$ cat src/hdl/eqc_regs.svh
// Register offsets, field positions, reset values and timing counts.
`ifndef EQC_REGS_SVH
`define EQC_REGS_SVH

`define EQC_OFS_GAIN 7'h03
`define EQC_OFS_OVR 7'h04
`define EQC_OFS_MODE 7'h05

`define EQC_RST_GAIN 8'h20
`define EQC_RST_OVR 8'h00
`define EQC_RST_MODE 8'h00

`define EQC_GAIN_MID 6'h20
`define EQC_COAX_MAX_LEN 6'h14

`define EQC_OVR_HOLD_SEL 0
`define EQC_OVR_HOLD_VAL 1
`define EQC_OVR_OFF_SEL 2
`define EQC_OVR_OFF_VAL 3
`define EQC_OVR_COLOR_SEL 4
`define EQC_OVR_COLOR_VAL 5
`define EQC_OVR_INV_SEL 6
`define EQC_OVR_INV_VAL 7

`define EQC_MODE_LSB 0
`define EQC_FILT_LSB 2
`define EQC_CABLE_BIT 4
`define EQC_MODE_USED 5

`define EQC_ADDR_BITS 8
`define EQC_FRAME_BITS 16

`define EQC_LOSS_TIME_US 1000
`define EQC_CLK_MHZ 100
`define EQC_LOSS_CYCLES (`EQC_LOSS_TIME_US * `EQC_CLK_MHZ)

`endif

$ cat src/hdl/eqc_pkg.sv
// Types shared by the equalizer control register bank.
package eqc_pkg;

  typedef enum logic [1:0] {
    EQC_MODE_CONT = 2'h0,
    EQC_MODE_LOSS = 2'h1,
    EQC_MODE_RESET = 2'h2,
    EQC_MODE_MANUAL = 2'h3
  } eqc_mode_e;

  typedef enum logic [1:0] {
    EQC_FILT_NONE = 2'h0,
    EQC_FILT_MIN = 2'h1,
    EQC_FILT_MAX = 2'h2
  } eqc_filt_e;

  typedef enum logic [0:0] {
    EQC_LK_ADAPT = 1'h0,
    EQC_LK_LOCKED = 1'h1
  } eqc_lock_e;

  typedef struct packed {
    logic [6:0] addr;
    logic [7:0] data;
  } eqc_wr_s;

endpackage

$ cat src/hdl/eqc_serial.sv
// Serial control port engine: address byte, then write or read data byte.
`include "eqc_regs.svh"
module eqc_serial (
  input wire logic clk_in,                 // System clock.
  input wire logic resetn_in,              // Synchronous reset, active low.
  input wire logic frame_en_in,            // High while a transfer runs.
  input wire logic sck_in,                 // Serial clock from the host.
  input wire logic sd_in,                  // Serial data pin, input side.
  output logic sd_out,                     // Serial data pin, output side.
  output logic sd_oe_n_out,                // Low while the pin is driven.
  output logic wr_stb_out,                 // One-cycle register write pulse.
  output eqc_pkg::eqc_wr_s wr_out,         // Write address and data.
  output logic [6:0] rd_addr_out,          // Address for read data.
  input wire logic [7:0] rd_data_in        // Read data for rd_addr_out.
);

  logic sck_q_ff;
  logic [4:0] cnt_ff;
  logic [7:0] shift_ff;
  logic [7:0] addr_ff;
  logic [7:0] tx_ff;
  logic sd_ff;
  logic drive_ff;
  logic wr_stb_ff;
  eqc_pkg::eqc_wr_s wr_ff;
  logic rise;
  logic [7:0] nxt_shift;

  assign rise = frame_en_in & sck_in & ~sck_q_ff;
  assign nxt_shift = {shift_ff[6:0], sd_in};

  always_ff @(posedge clk_in) begin
    if (!resetn_in) begin
      sck_q_ff <= 1'h0;
    end else begin
      sck_q_ff <= sck_in;
    end
  end

  // Bit counter and input shifter, restarted by every new frame.
  always_ff @(posedge clk_in) begin
    if (!resetn_in || !frame_en_in) begin
      cnt_ff <= 5'h00;
      shift_ff <= 8'h00;
      addr_ff <= 8'h00;
    end else if (rise) begin
      shift_ff <= nxt_shift;
      if (cnt_ff != 5'(`EQC_FRAME_BITS)) begin
        cnt_ff <= cnt_ff + 5'h01;
      end
      if (cnt_ff == 5'(`EQC_ADDR_BITS - 1)) begin
        addr_ff <= nxt_shift;
      end
    end
  end

  assign rd_addr_out = nxt_shift[6:0];

  // Write strobe after the data byte of a write frame.
  always_ff @(posedge clk_in) begin
    if (!resetn_in) begin
      wr_stb_ff <= 1'h0;
      wr_ff <= '0;
    end else begin
      wr_stb_ff <= 1'h0;
      if (rise && !addr_ff[7] &&
          cnt_ff == 5'(`EQC_FRAME_BITS - 1)) begin
        wr_stb_ff <= 1'h1;
        wr_ff <= '{addr: addr_ff[6:0], data: nxt_shift};
      end
    end
  end

  // Read data is captured at the eighth edge and leaves from the ninth on,
  // so the host can latch each bit on the falling edge that follows.
  always_ff @(posedge clk_in) begin
    if (!resetn_in || !frame_en_in) begin
      tx_ff <= 8'h00;
      sd_ff <= 1'h0;
      drive_ff <= 1'h0;
    end else if (rise) begin
      if (cnt_ff == 5'(`EQC_ADDR_BITS - 1)) begin
        tx_ff <= rd_data_in;
      end else if (addr_ff[7] && cnt_ff >= 5'(`EQC_ADDR_BITS) &&
                   cnt_ff < 5'(`EQC_FRAME_BITS)) begin
        drive_ff <= 1'h1;
        sd_ff <= tx_ff[7];
        tx_ff <= {tx_ff[6:0], 1'h0};
      end
    end
  end

  assign sd_out = sd_ff;
  assign sd_oe_n_out = ~drive_ff;
  assign wr_stb_out = wr_stb_ff;
  assign wr_out = wr_ff;

endmodule

$ cat src/hdl/eqc_ctrl.sv
// Equalizer control register bank with pin overrides and locking modes.
//
// Overview of operation
// - Gain code 0x00 max, 0x20 zero, 0x3F min.
// - Manual gain applies only in manual length mode.
// - Hold from pin, or override value when selected.
// - Disable from pin, or override value when selected.
// - Colour mode from pin, or override value.
// - Invert from override value, else pin in manual mode, else detector.
// - Mode: continuous, loss lock, reset lock, manual.
// - Loss lock restarts after 1 ms signal absence.
// - Manual mode disables automatic polarity correction.
// - Filter field: none, minimum, maximum strength.
// - Cable bit selects twisted pair or coax.
// - Cable bit ignored outside manual length mode.
// - Manual length six bits; coax caps 0x14.
// - Address byte: direction bit, seven-bit address.
`include "eqc_regs.svh"
module eqc_ctrl #(
  parameter int LOSS_CYCLES = `EQC_LOSS_CYCLES, // Signal-loss time in cycles.
  parameter bit HAS_FILTER = 1'b1               // Noise filter is fitted.
) (
  input wire logic clk_in,                 // 100 MHz system clock.
  input wire logic resetn_in,              // Synchronous reset, active low.
  input wire logic frame_en_in,            // Serial frame enable.
  input wire logic sck_in,                 // Serial clock.
  input wire logic sd_in,                  // Serial data, input side.
  output logic sd_out,                     // Serial data, output side.
  output logic sd_oe_n_out,                // Low while driving serial data.
  input wire logic hold_pin_in,            // Hold pin level.
  input wire logic eq_off_pin_in,          // Equalizer disable pin level.
  input wire logic color_pin_in,           // Colour pin level.
  input wire logic invert_pin_in,          // Invert pin level.
  input wire logic auto_invert_in,         // Polarity detector result.
  input wire logic signal_present_in,      // Input signal detected.
  input wire logic settled_in,             // Adaptation has settled.
  input wire logic [5:0] manual_len_in,    // Manual length setting.
  output logic hold_out,                   // Freeze equalization.
  output logic eq_off_out,                 // Equalizer disabled.
  output logic color_mode_out,             // 1 colour, 0 monochrome.
  output logic invert_out,                 // Treat input as inverted.
  output logic auto_pol_en_out,            // Polarity corrector enabled.
  output eqc_pkg::eqc_mode_e mode_out,     // Locking mode in force.
  output logic lock_out,                   // Adaptation locked.
  output logic restart_out,                // Pulse: begin re-equalization.
  output logic manual_out,                 // Manual length mode.
  output logic signed [6:0] gain_step_out, // DC gain steps, + is more gain.
  output logic [5:0] eq_len_out,           // Applied manual length.
  output logic coax_out,                   // Coax cable model selected.
  output eqc_pkg::eqc_filt_e filter_out    // Noise filter strength.
);

  logic [5:0] gain_ff;
  logic [7:0] ovr_ff;
  logic [4:0] mode_ff;
  logic wr_stb;
  eqc_pkg::eqc_wr_s wr;
  logic [6:0] rd_addr;
  logic [7:0] rd_data;
  eqc_pkg::eqc_mode_e mode;
  eqc_pkg::eqc_lock_e lock_ff;
  eqc_pkg::eqc_lock_e nxt_lock;
  logic [31:0] loss_cnt_ff;
  logic restart_ff;
  logic loss_done;

  eqc_serial u_serial (
    .clk_in(clk_in),
    .resetn_in(resetn_in),
    .frame_en_in(frame_en_in),
    .sck_in(sck_in),
    .sd_in(sd_in),
    .sd_out(sd_out),
    .sd_oe_n_out(sd_oe_n_out),
    .wr_stb_out(wr_stb),
    .wr_out(wr),
    .rd_addr_out(rd_addr),
    .rd_data_in(rd_data)
  );

  // Register writes take effect on the cycle after the strobe.
  always_ff @(posedge clk_in) begin
    if (!resetn_in) begin
      gain_ff <= 6'(`EQC_RST_GAIN);
      ovr_ff <= `EQC_RST_OVR;
      mode_ff <= 5'(`EQC_RST_MODE);
    end else if (wr_stb) begin
      if (wr.addr == `EQC_OFS_GAIN) begin
        gain_ff <= wr.data[5:0];
      end else if (wr.addr == `EQC_OFS_OVR) begin
        ovr_ff <= wr.data;
      end else if (wr.addr == `EQC_OFS_MODE) begin
        mode_ff <= wr.data[4:0];
      end
    end
  end

  // Unmapped addresses read as zero, as do unused upper bits.
  always_comb begin
    if (rd_addr == `EQC_OFS_GAIN) begin
      rd_data = {2'h0, gain_ff};
    end else if (rd_addr == `EQC_OFS_OVR) begin
      rd_data = ovr_ff;
    end else if (rd_addr == `EQC_OFS_MODE) begin
      rd_data = {3'h0, mode_ff};
    end else begin
      rd_data = 8'h00;
    end
  end

  assign mode = eqc_pkg::eqc_mode_e'(mode_ff[1:0]);
  assign manual_out = (mode == eqc_pkg::EQC_MODE_MANUAL);
  assign mode_out = mode;

  // Override selects pick the register value over the pin level.
  assign hold_out = ovr_ff[`EQC_OVR_HOLD_SEL] ?
                    ovr_ff[`EQC_OVR_HOLD_VAL] : hold_pin_in;
  assign eq_off_out = ovr_ff[`EQC_OVR_OFF_SEL] ?
                      ovr_ff[`EQC_OVR_OFF_VAL] : eq_off_pin_in;
  assign color_mode_out = ovr_ff[`EQC_OVR_COLOR_SEL] ?
                          ovr_ff[`EQC_OVR_COLOR_VAL] :
                          color_pin_in;

  // In manual mode the detector result is dropped entirely.
  assign auto_pol_en_out = ~manual_out;
  always_comb begin
    if (ovr_ff[`EQC_OVR_INV_SEL]) begin
      invert_out = ovr_ff[`EQC_OVR_INV_VAL];
    end else if (manual_out) begin
      invert_out = invert_pin_in;
    end else begin
      invert_out = auto_invert_in;
    end
  end

  // Gain steps count away from mid-scale; outside manual mode it is zero.
  always_comb begin
    if (manual_out) begin
      gain_step_out = 7'(signed'({1'b0, `EQC_GAIN_MID}) -
                         signed'({1'b0, gain_ff}));
    end else begin
      gain_step_out = 7'sh00;
    end
  end

  // Coax runs saturate, so longer codes give no extra equalization.
  assign coax_out = manual_out & mode_ff[`EQC_CABLE_BIT];
  always_comb begin
    if (!manual_out) begin
      eq_len_out = 6'h00;
    end else if (coax_out && manual_len_in > `EQC_COAX_MAX_LEN) begin
      eq_len_out = `EQC_COAX_MAX_LEN;
    end else begin
      eq_len_out = manual_len_in;
    end
  end

  always_comb begin
    if (!HAS_FILTER) begin
      filter_out = eqc_pkg::EQC_FILT_NONE;
    end else if (mode_ff[`EQC_FILT_LSB + 1]) begin
      filter_out = eqc_pkg::EQC_FILT_MAX;
    end else if (mode_ff[`EQC_FILT_LSB]) begin
      filter_out = eqc_pkg::EQC_FILT_MIN;
    end else begin
      filter_out = eqc_pkg::EQC_FILT_NONE;
    end
  end

  // Absence counter: any return of the signal restarts the wait.
  assign loss_done = (loss_cnt_ff == 32'(LOSS_CYCLES - 1));
  always_ff @(posedge clk_in) begin
    if (!resetn_in || signal_present_in || lock_ff != eqc_pkg::EQC_LK_LOCKED
        || mode != eqc_pkg::EQC_MODE_LOSS) begin
      loss_cnt_ff <= 32'h0000_0000;
    end else if (!loss_done) begin
      loss_cnt_ff <= loss_cnt_ff + 32'h0000_0001;
    end
  end

  // Locking does not depend on the hold pin, so hold is kept apart.
  always_comb begin
    nxt_lock = lock_ff;
    case (lock_ff)
      eqc_pkg::EQC_LK_ADAPT: begin
        if ((mode == eqc_pkg::EQC_MODE_LOSS ||
             mode == eqc_pkg::EQC_MODE_RESET) && settled_in) begin
          nxt_lock = eqc_pkg::EQC_LK_LOCKED;
        end
      end
      eqc_pkg::EQC_LK_LOCKED: begin
        if (mode == eqc_pkg::EQC_MODE_CONT ||
            mode == eqc_pkg::EQC_MODE_MANUAL) begin
          nxt_lock = eqc_pkg::EQC_LK_ADAPT;
        end else if (mode == eqc_pkg::EQC_MODE_LOSS && loss_done) begin
          nxt_lock = eqc_pkg::EQC_LK_ADAPT;
        end
      end
      default: nxt_lock = eqc_pkg::EQC_LK_ADAPT;
    endcase
  end

  always_ff @(posedge clk_in) begin
    if (!resetn_in) begin
      lock_ff <= eqc_pkg::EQC_LK_ADAPT;
    end else begin
      lock_ff <= nxt_lock;
    end
  end

  always_ff @(posedge clk_in) begin
    if (!resetn_in) begin
      restart_ff <= 1'h0;
    end else begin
      restart_ff <= (lock_ff == eqc_pkg::EQC_LK_LOCKED) &&
                    (mode == eqc_pkg::EQC_MODE_LOSS) && loss_done;
    end
  end

  assign lock_out = (lock_ff == eqc_pkg::EQC_LK_LOCKED);
  assign restart_out = restart_ff;

endmodule

$ cat config.mk
export PLATFORM = sky130hd
export DESIGN_NAME = eqc_ctrl
export DESIGN_NICKNAME = d
export VERILOG_FILES = /design/src/hdl/eqc_pkg.sv /design/src/hdl/eqc_serial.sv /design/src/hdl/eqc_ctrl.sv
export VERILOG_INCLUDE_DIRS = /design/src /design/src/hdl
export SDC_FILE = /design/constraint.sdc
export NUM_CORES = 1
export LEC_CHECK = 0
export BUFFER_PORTS_ARGS = -buffer_cell sky130_fd_sc_hd__buf_2
export CORE_MARGIN = 4
export CORE_UTILIZATION = 40
export DETAILED_ROUTE_END_ITERATION = 8
export HOLD_SLACK_MARGIN = 0.03
export SETUP_SLACK_MARGIN = 0.1
export SLEW_MARGIN = 20
export SYNTH_ARGS = -nofsm -noshare
export SYNTH_HDL_FRONTEND = slang
export SYNTH_SLANG_ARGS = --single-unit
$ cat constraint.sdc
create_clock -name clk_in -period 1.8 [get_ports clk_in]
set_clock_uncertainty 0.15 [all_clocks]
set_input_delay 0.36 -clock clk_in [delete_from_list [all_inputs] [get_ports clk_in]]
set_output_delay 0.36 -clock clk_in [all_outputs]
set_load 0.02 [all_outputs]
==> flow_summary.json, run 1 <==
{
  "outcome": "complete, but fails checks",
  "violations": "negative setup slack",
  "final_common_cell": "dfxtp_1",
  "relSlewSlack_pct": 70.2,
  "clkLatencyLatePin_ps": 350,
  "mostFrequentLayoutCells": "67 x dfxtp_1, 63 x buf_4, 47 x nor2_1, 44 x nand2_1, 39 x buf_6",
  "cts.hold.buffers_added": 0,
  "end_kind": "primary output",
  "period_minus_slack_ps": 2110,
  "ant_nets": 0,
  "rsz0062_at_grt": "true",
  "hold_viol": 0,
  "gp_congestion": 0.797,
  "post-route-period-util_pct": 117,
  "power_w": 0.00465,
  "coreArea_mm2": 0.0110,
  "start_util_pct": 41.5,
  "drv_slew": 0,
  "nFillCells": 894,
  "cpMaxStageDelayCell": "or3_4",
  "die_w_um": 115,
  "power.leakage_nw": 2.71,
  "hold_path_depth": 3,
  "ys.flop_type": "dfxtp_1",
  "port_buffers": 45,
  "first_pass_iters": 4,
  "ys_seq_elements": 100,
  "synthCells": 523,
  "powerDensity_mw_per_mm2": 671,
  "worst-slew-pin-transition_ps": 442,
  "clk_path_buf_depth": 2,
  "ys_types": 52,
  "cap_viol_max_count": 0,
  "whs_ps": 161,
  "setup_viol": 22,
  "fin_ws_ps": -313,
  "drc": 0,
  "grt_overflow": 0,
  "drive_gt1_share_pct": 48.2,
  "syn2layout_area_growth_pct": 51.2,
  "clkTransAtPathRegs_ps": 70,
  "worstHoldPathType": "in -> reg",
  "fmax_mhz": 473,
  "root_buffer": "clkbuf_16",
  "track_usage_pct": 18.5,
  "ys_warn_count": 0,
  "avgSynthCellArea_um2": 8.76,
  "slowest_delay_ps": 410,
  "synth_nets": 548,
  "regArea_mm2": 0.00206,
  "yosysSeqAreaShare_pct": 43.7,
  "drt-initial-drc-count": 202,
  "ys_async_sr_fraction_pct": 0,
  "die_area_mm2": 0.0132,
  "final_cells": 787,
  "worstPathCellList": "or3_4 -> nor3_4 -> xnor2_2 -> nor2_4 -> buf_6",
  "multi_input_area_mm2": 0.00316,
  "worstPathRequired_ps": 1290,
  "routed_wirelength_um": 12900,
  "num_vias": 4187,
  "cts_made_buffers": 9,
  "die_h_um": 115,
  "cp_max_fo": 3,
  "ios": 46,
  "antenna_cells": 0,
  "start_kind": "flip-flop",
  "clock_sinks": 100,
  "synth_edf_count": 0,
  "pre_cts_ws_ps": -178,
  "via_per_inst": 5.32,
  "max-vdd-ir-drop_v": 0.000527,
  "grt_pass1_vias": 4101,
  "setup_tns_ps": -1820,
  "synth_area_mm2": 0.00458,
  "cp.arrival_ps": 1600,
  "hpwl_um": 8040,
  "crit_type": "reg -> out",
  "cts_tree": "yes",
  "grt_pass1_wl_um": 19600,
  "reg2reg_depth": 5,
  "nNetsFinal": 667,
  "wl_per_cell_um": 16.4,
  "place_inst": 744,
  "grt_max_degree": 33,
  "antenna_found_initial": 0,
  "htree_levels": 3,
  "rows": 38
}
-- cell usage after synthesis (3+ instances only) --
cell         n  share of area (%)
inv_1       10               0.82
and3_1      12                1.6
nor4_1       5               0.68
buf_4        3               0.49
a21boi_0    14                2.3
nand2_1     69                5.7
o2bb2ai_1    5               0.96
nor2_1      54                4.4
buf_1        3               0.25
buf_2        3               0.33
or3_1        5               0.68
xor2_1      27                5.2
ha_1         7                1.9
and2_1       9                1.2
dfxtp_1    100                 44
xnor2_1      7                1.3
nor4bb_1     4               0.87
mux2i_1     27                5.9
o221a_2      3               0.74
clkbuf_1    16                1.3
a21oi_1     20                2.2
nand3b_1     3               0.49
o21ai_0     20                2.2
a221oi_1     3               0.57
nand3_1     19                2.1
a31oi_1      5               0.68
mux2_2       3               0.74
nor3_1       5               0.55
nand4_1     15                2.0
nor2b_1     21                2.9
-- sequential cells by signal, summed over array words and instances (netlist names) --
register,count
mode_ff,5
u_serial.addr_ff,8
u_serial.sd_out,1
gain_ff,6
u_serial.tx_ff,8
u_serial.wr_stb_out,1
u_serial.sck_q_ff,1
ovr_ff,8
loss_cnt_ff,32
u_serial.cnt_ff,5
lock_out,1
restart_out,1
u_serial.drive_ff,1
u_serial.wr_out,15
u_serial.shift_ff,7
-- worst max-delay path: cells and delay by family, from the launching register on --
| kind | cells | cell delay, ps |
|---|---|---|
| AND/OR/NAND/NOR | 3 | 660 |
| flip-flops | 1 | 320 |
| buffers and inverters | 1 | 120 |
| XOR/XNOR | 1 | 150 |
-- worst paths after layout --
check | start | to | slack (ps)
max reg2reg | u_serial.shift_ff[5]$_SDFFE_PP0P_ | u_serial.tx_ff[1]$_SDFFE_PP0P_ | -90
min | settled_in | lock_out$_SDFF_PN0_ | 160
min reg2reg | u_serial.wr_out[6]$_SDFFE_PN0P_ | u_serial.wr_out[6]$_SDFFE_PN0P_ | 310
max | gain_ff[2]$_SDFFE_PN0P_ | gain_step_out[5] | -310
-- area by class of cell --
cell class,count,area share (%)
well taps,140,2.53
repair buffers,133,16.4
inverters,11,0.813
clock inverters,7,1.77
multi-input cells,387,45.6
flip-flops and latches,100,29.7
clock buffers,9,3.25
-- power breakdown --
| part | switching [W] | total, W | internal, W |
|---|---|---|---|
| clock network | 0.000898 | 0.00226 | 0.00137 |
| registers | 0.00000659 | 0.00221 | 0.00221 |
| logic | 0.0000941 | 0.000172 | 0.0000775 |
| total | 0.000999 | 0.00465 | 0.00365 |
-- routing by layer --
metal	global-route usage (%)	vias up	share of wire [%]
li1	-	2053	-
met1	23.1	2018	44
met2	31.7	89	50
met3	3.63	27	3.8
met4	6.73	0	2.7
met5	0	-	0
-- repair_timing --
action,CTS,global route
setup endpoints to repair,75,99
buffers inserted,11,15
gates cloned,1,1
pin swaps,32,73
gates resized for setup,89,153
-- cells by family (layout without fill, tap and decap cells) --
kind of cell               Yosys count  count (layout)  share of synthesized area (%)
DFF                                100             100                           43.7
muxes                               30              30                           6.64
xor gates and xnor gates            34              34                           6.50
and+or+nand+nor                    239             239                           27.1
buffers and inverters               36             160                           3.28
AOI/OAI and AO/OA                   77              77                           10.9
adders and majority gates            7               7                           1.91
-- per-stage QoR --
| step | area, µm² | utilization, % |
|---|---|---|
| finish | 6930 | 62.8 |
| global route | 6930 | 62.8 |
| CTS | 6240 | 56.5 |
| detailed placement | 5480 | 49.7 |
| global placement | 5480 | 49.7 |
| floorplan | 4730 | - |
Note: power is estimated with default switching activity, not from simulation.
==> inputs of run 2 (changes only) <==
--- a/config.mk
+++ b/config.mk
@@ -10,8 +10,8 @@
 export CORE_MARGIN = 4
 export CORE_UTILIZATION = 40
 export DETAILED_ROUTE_END_ITERATION = 8
+export GPL_ROUTABILITY_DRIVEN = 1
 export HOLD_SLACK_MARGIN = 0.03
-export SETUP_SLACK_MARGIN = 0.1
 export SLEW_MARGIN = 20
 export SYNTH_ARGS = -nofsm -noshare
 export SYNTH_HDL_FRONTEND = slang
==> run 2 against run 1 <==
Compared with the run above: the flow still finishes with violations (negative setup slack); sequential cell count did not move; non-clock buffer count shrank 12; register-to-register slack got worse by 20 ps; hold slack worse by 6.3 ps; first-iteration DRC count is 0.50% higher; utilization shrank 4.6 points; critical path depth is the same; sequential share of layout area up 2.0 points; fmax is 2.9% higher; critical path type unchanged; largest cell class unchanged; largest power group is now registers; highest routed layer unchanged.
==> flow_summary.json, run 2 (synthesis gave the netlist of run 1 again) <==
{
  "outcome": "complete, but fails checks",
  "violations": "negative setup slack",
  "powerDensity_mw_per_mm2": 680,
  "grt_max_degree": 33,
  "start_kind": "flip-flop",
  "final_cells": 775,
  "cts.hold.buffers_added": 0,
  "wl_per_cell_um": 15.4,
  "hpwl_um": 7970,
  "first_pass_iters": 4,
  "cts_made_buffers": 9,
  "cpMaxStageDelayCell": "or3_4",
  "critPathLaunch": "gain_ff[2]$_SDFFE_PN0P_",
  "pre_cts_ws_ps": -184,
  "drt-initial-drc-count": 203,
  "drc": 0,
  "syn2layout_area_growth_pct": 40.1,
  "end_kind": "primary output",
  "crit_type": "reg -> out",
  "r2r_end": "loss_cnt_ff[27]$_SDFFE_PP0P_",
  "worstPathRequired_ps": 1290,
  "post-route-period-util_pct": 114,
  "die_w_um": 115,
  "grt_pass1_wl_um": 18600,
  "largest_register": "loss_cnt_ff",
  "clkTransAtPathRegs_ps": 70,
  "root_buffer": "clkbuf_16",
  "nNetsFinal": 656,
  "grt_use_met1_pct": 22.8,
  "max-vdd-ir-drop_v": 0.000538,
  "grt_pass1_vias": 3915,
  "num_vias": 4065,
  "clkLatencyLatePin_ps": 350,
  "setup_viol": 31,
  "antenna_found_initial": 0,
  "place_inst": 738,
  "mostFrequentLayoutCells": "80 x dfxtp_1, 65 x nand2_1, 64 x buf_4, 45 x nor2_1, 27 x buf_2",
  "final_util_pct": 58.2,
  "clock_sinks": 100,
  "cp-endpoint": "gain_step_out[5]",
  "cts_tree": "yes",
  "start_util_pct": 41.5,
  "ant_nets": 0,
  "grt_overflow": 0,
  "clk_path_buf_depth": 2,
  "grt_util_met2_pct": 29.1,
  "via_per_inst": 5.25,
  "period_minus_slack_ps": 2050,
  "routed_wirelength_um": 11900,
  "die_area_mm2": 0.0132,
  "fin_ws_ps": -254,
  "reg2reg_depth": 5,
  "met3_usage_pct": 4.37,
  "worst-slew-pin-transition_ps": 393,
  "cp.arrival_ps": 1540,
  "relSlewSlack_pct": 73.8,
  "largest_reg_flops": 32,
  "rows": 38,
  "worstPathCellList": "or3_4 -> nor3_4 -> xnor2_1 -> nor2_2 -> buf_6",
  "drive_gt1_share_pct": 37.6,
  "power.leakage_nw": 2.46,
  "track_usage_pct": 17.7,
  "antenna_cells": 0,
  "ios": 46,
  "htree_levels": 3,
  "die_h_um": 115,
  "rsz0062_at_grt": "true",
  "fmax_mhz": 487,
  "final_common_cell": "dfxtp_1",
  "gp_congestion": 0.810,
  "hold_viol": 0,
  "reg2reg_from": "loss_cnt_ff[11]$_SDFFE_PP0P_",
  "slowest_delay_ps": 410,
  "whs_ps": 155,
  "drv_slew": 0,
  "port_buffers": 45,
  "r2r_slack_ps": -110,
  "worstHoldPathType": "in -> reg",
  "cap_viol_max_count": 0,
  "busiest_layer": "met2",
  "cp_max_fo": 3,
  "coreArea_mm2": 0.0110
}
## run 2: cell type report
| class | instances | area [µm²] |
|---|---|---|
| Inverter | 11 | 58.8 |
| Fill cell | 955 | 4610 |
| Timing Repair Buffer | 121 | 983 |
| Multi-Input combinational cell | 388 | 2870 |
| Tap cell | 140 | 175 |
| Clock buffer | 12 | 256 |
| Clock inverter | 3 | 46.3 |
| Sequential cell | 100 | 2030 |
## run 2: critical path: cells and delay by family, from the launching register on
family                 cells  cell delay (ps)
flip-flops                 1              310
buffers and inverters      1              120
XOR/XNOR                   1              150
AND/OR/NAND/NOR            3              600
## run 2: through the flow
stage               total power (W)  setup TNS (ps)  instance area (µm²)
floorplan                   0.00235            -483                 4670
global placement            0.00241           -1200                 5380
detailed placement          0.00242           -1590                 5380
CTS                         0.00440           -1700                 5990
global route                0.00449           -5500                 6420
finish                      0.00437           -1810                 6420
## run 2: worst min path at each step
stage	from	end	slack [ps]	cells past startpoint
floorplan	u_serial.tx_ff[7]$_SDFFE_PP0P_	u_serial.sd_out$_SDFFE_PP0P_	280	2
global placement	u_serial.addr_ff[0]$_SDFFE_PP0P_	u_serial.addr_ff[0]$_SDFFE_PP0P_	300	2
detailed placement	u_serial.addr_ff[2]$_SDFFE_PP0P_	u_serial.addr_ff[2]$_SDFFE_PP0P_	300	2
CTS	settled_in	lock_out$_SDFF_PN0_	150	3
global route	settled_in	lock_out$_SDFF_PN0_	180	3
finish	settled_in	lock_out$_SDFF_PN0_	150	3
## run 2: per-layer routing
| metal | vias up | wire length (µm) |
|---|---|---|
| met5 | - | 0 |
| met3 | 19 | 550 |
| li1 | 2037 | - |
| met4 | 0 | 222 |
| met2 | 87 | 5780 |
| met1 | 1922 | 5380 |
## run 2: timing repair
action                                  4_1_cts  5_1_grt
pin swaps                                    26       39
setup buffers                                 8       15
cloned                                        1        2
endpoints found under the setup margin       39       80
gates resized for setup                      68       84
## run 2: power by group
group          internal [W]  total [W]  leakage, nW  switching (W)
Combinational     0.0000726   0.000157         1.49      0.0000848
Sequential          0.00221    0.00222        0.817     0.00000566
Clock               0.00115    0.00199        0.145       0.000841
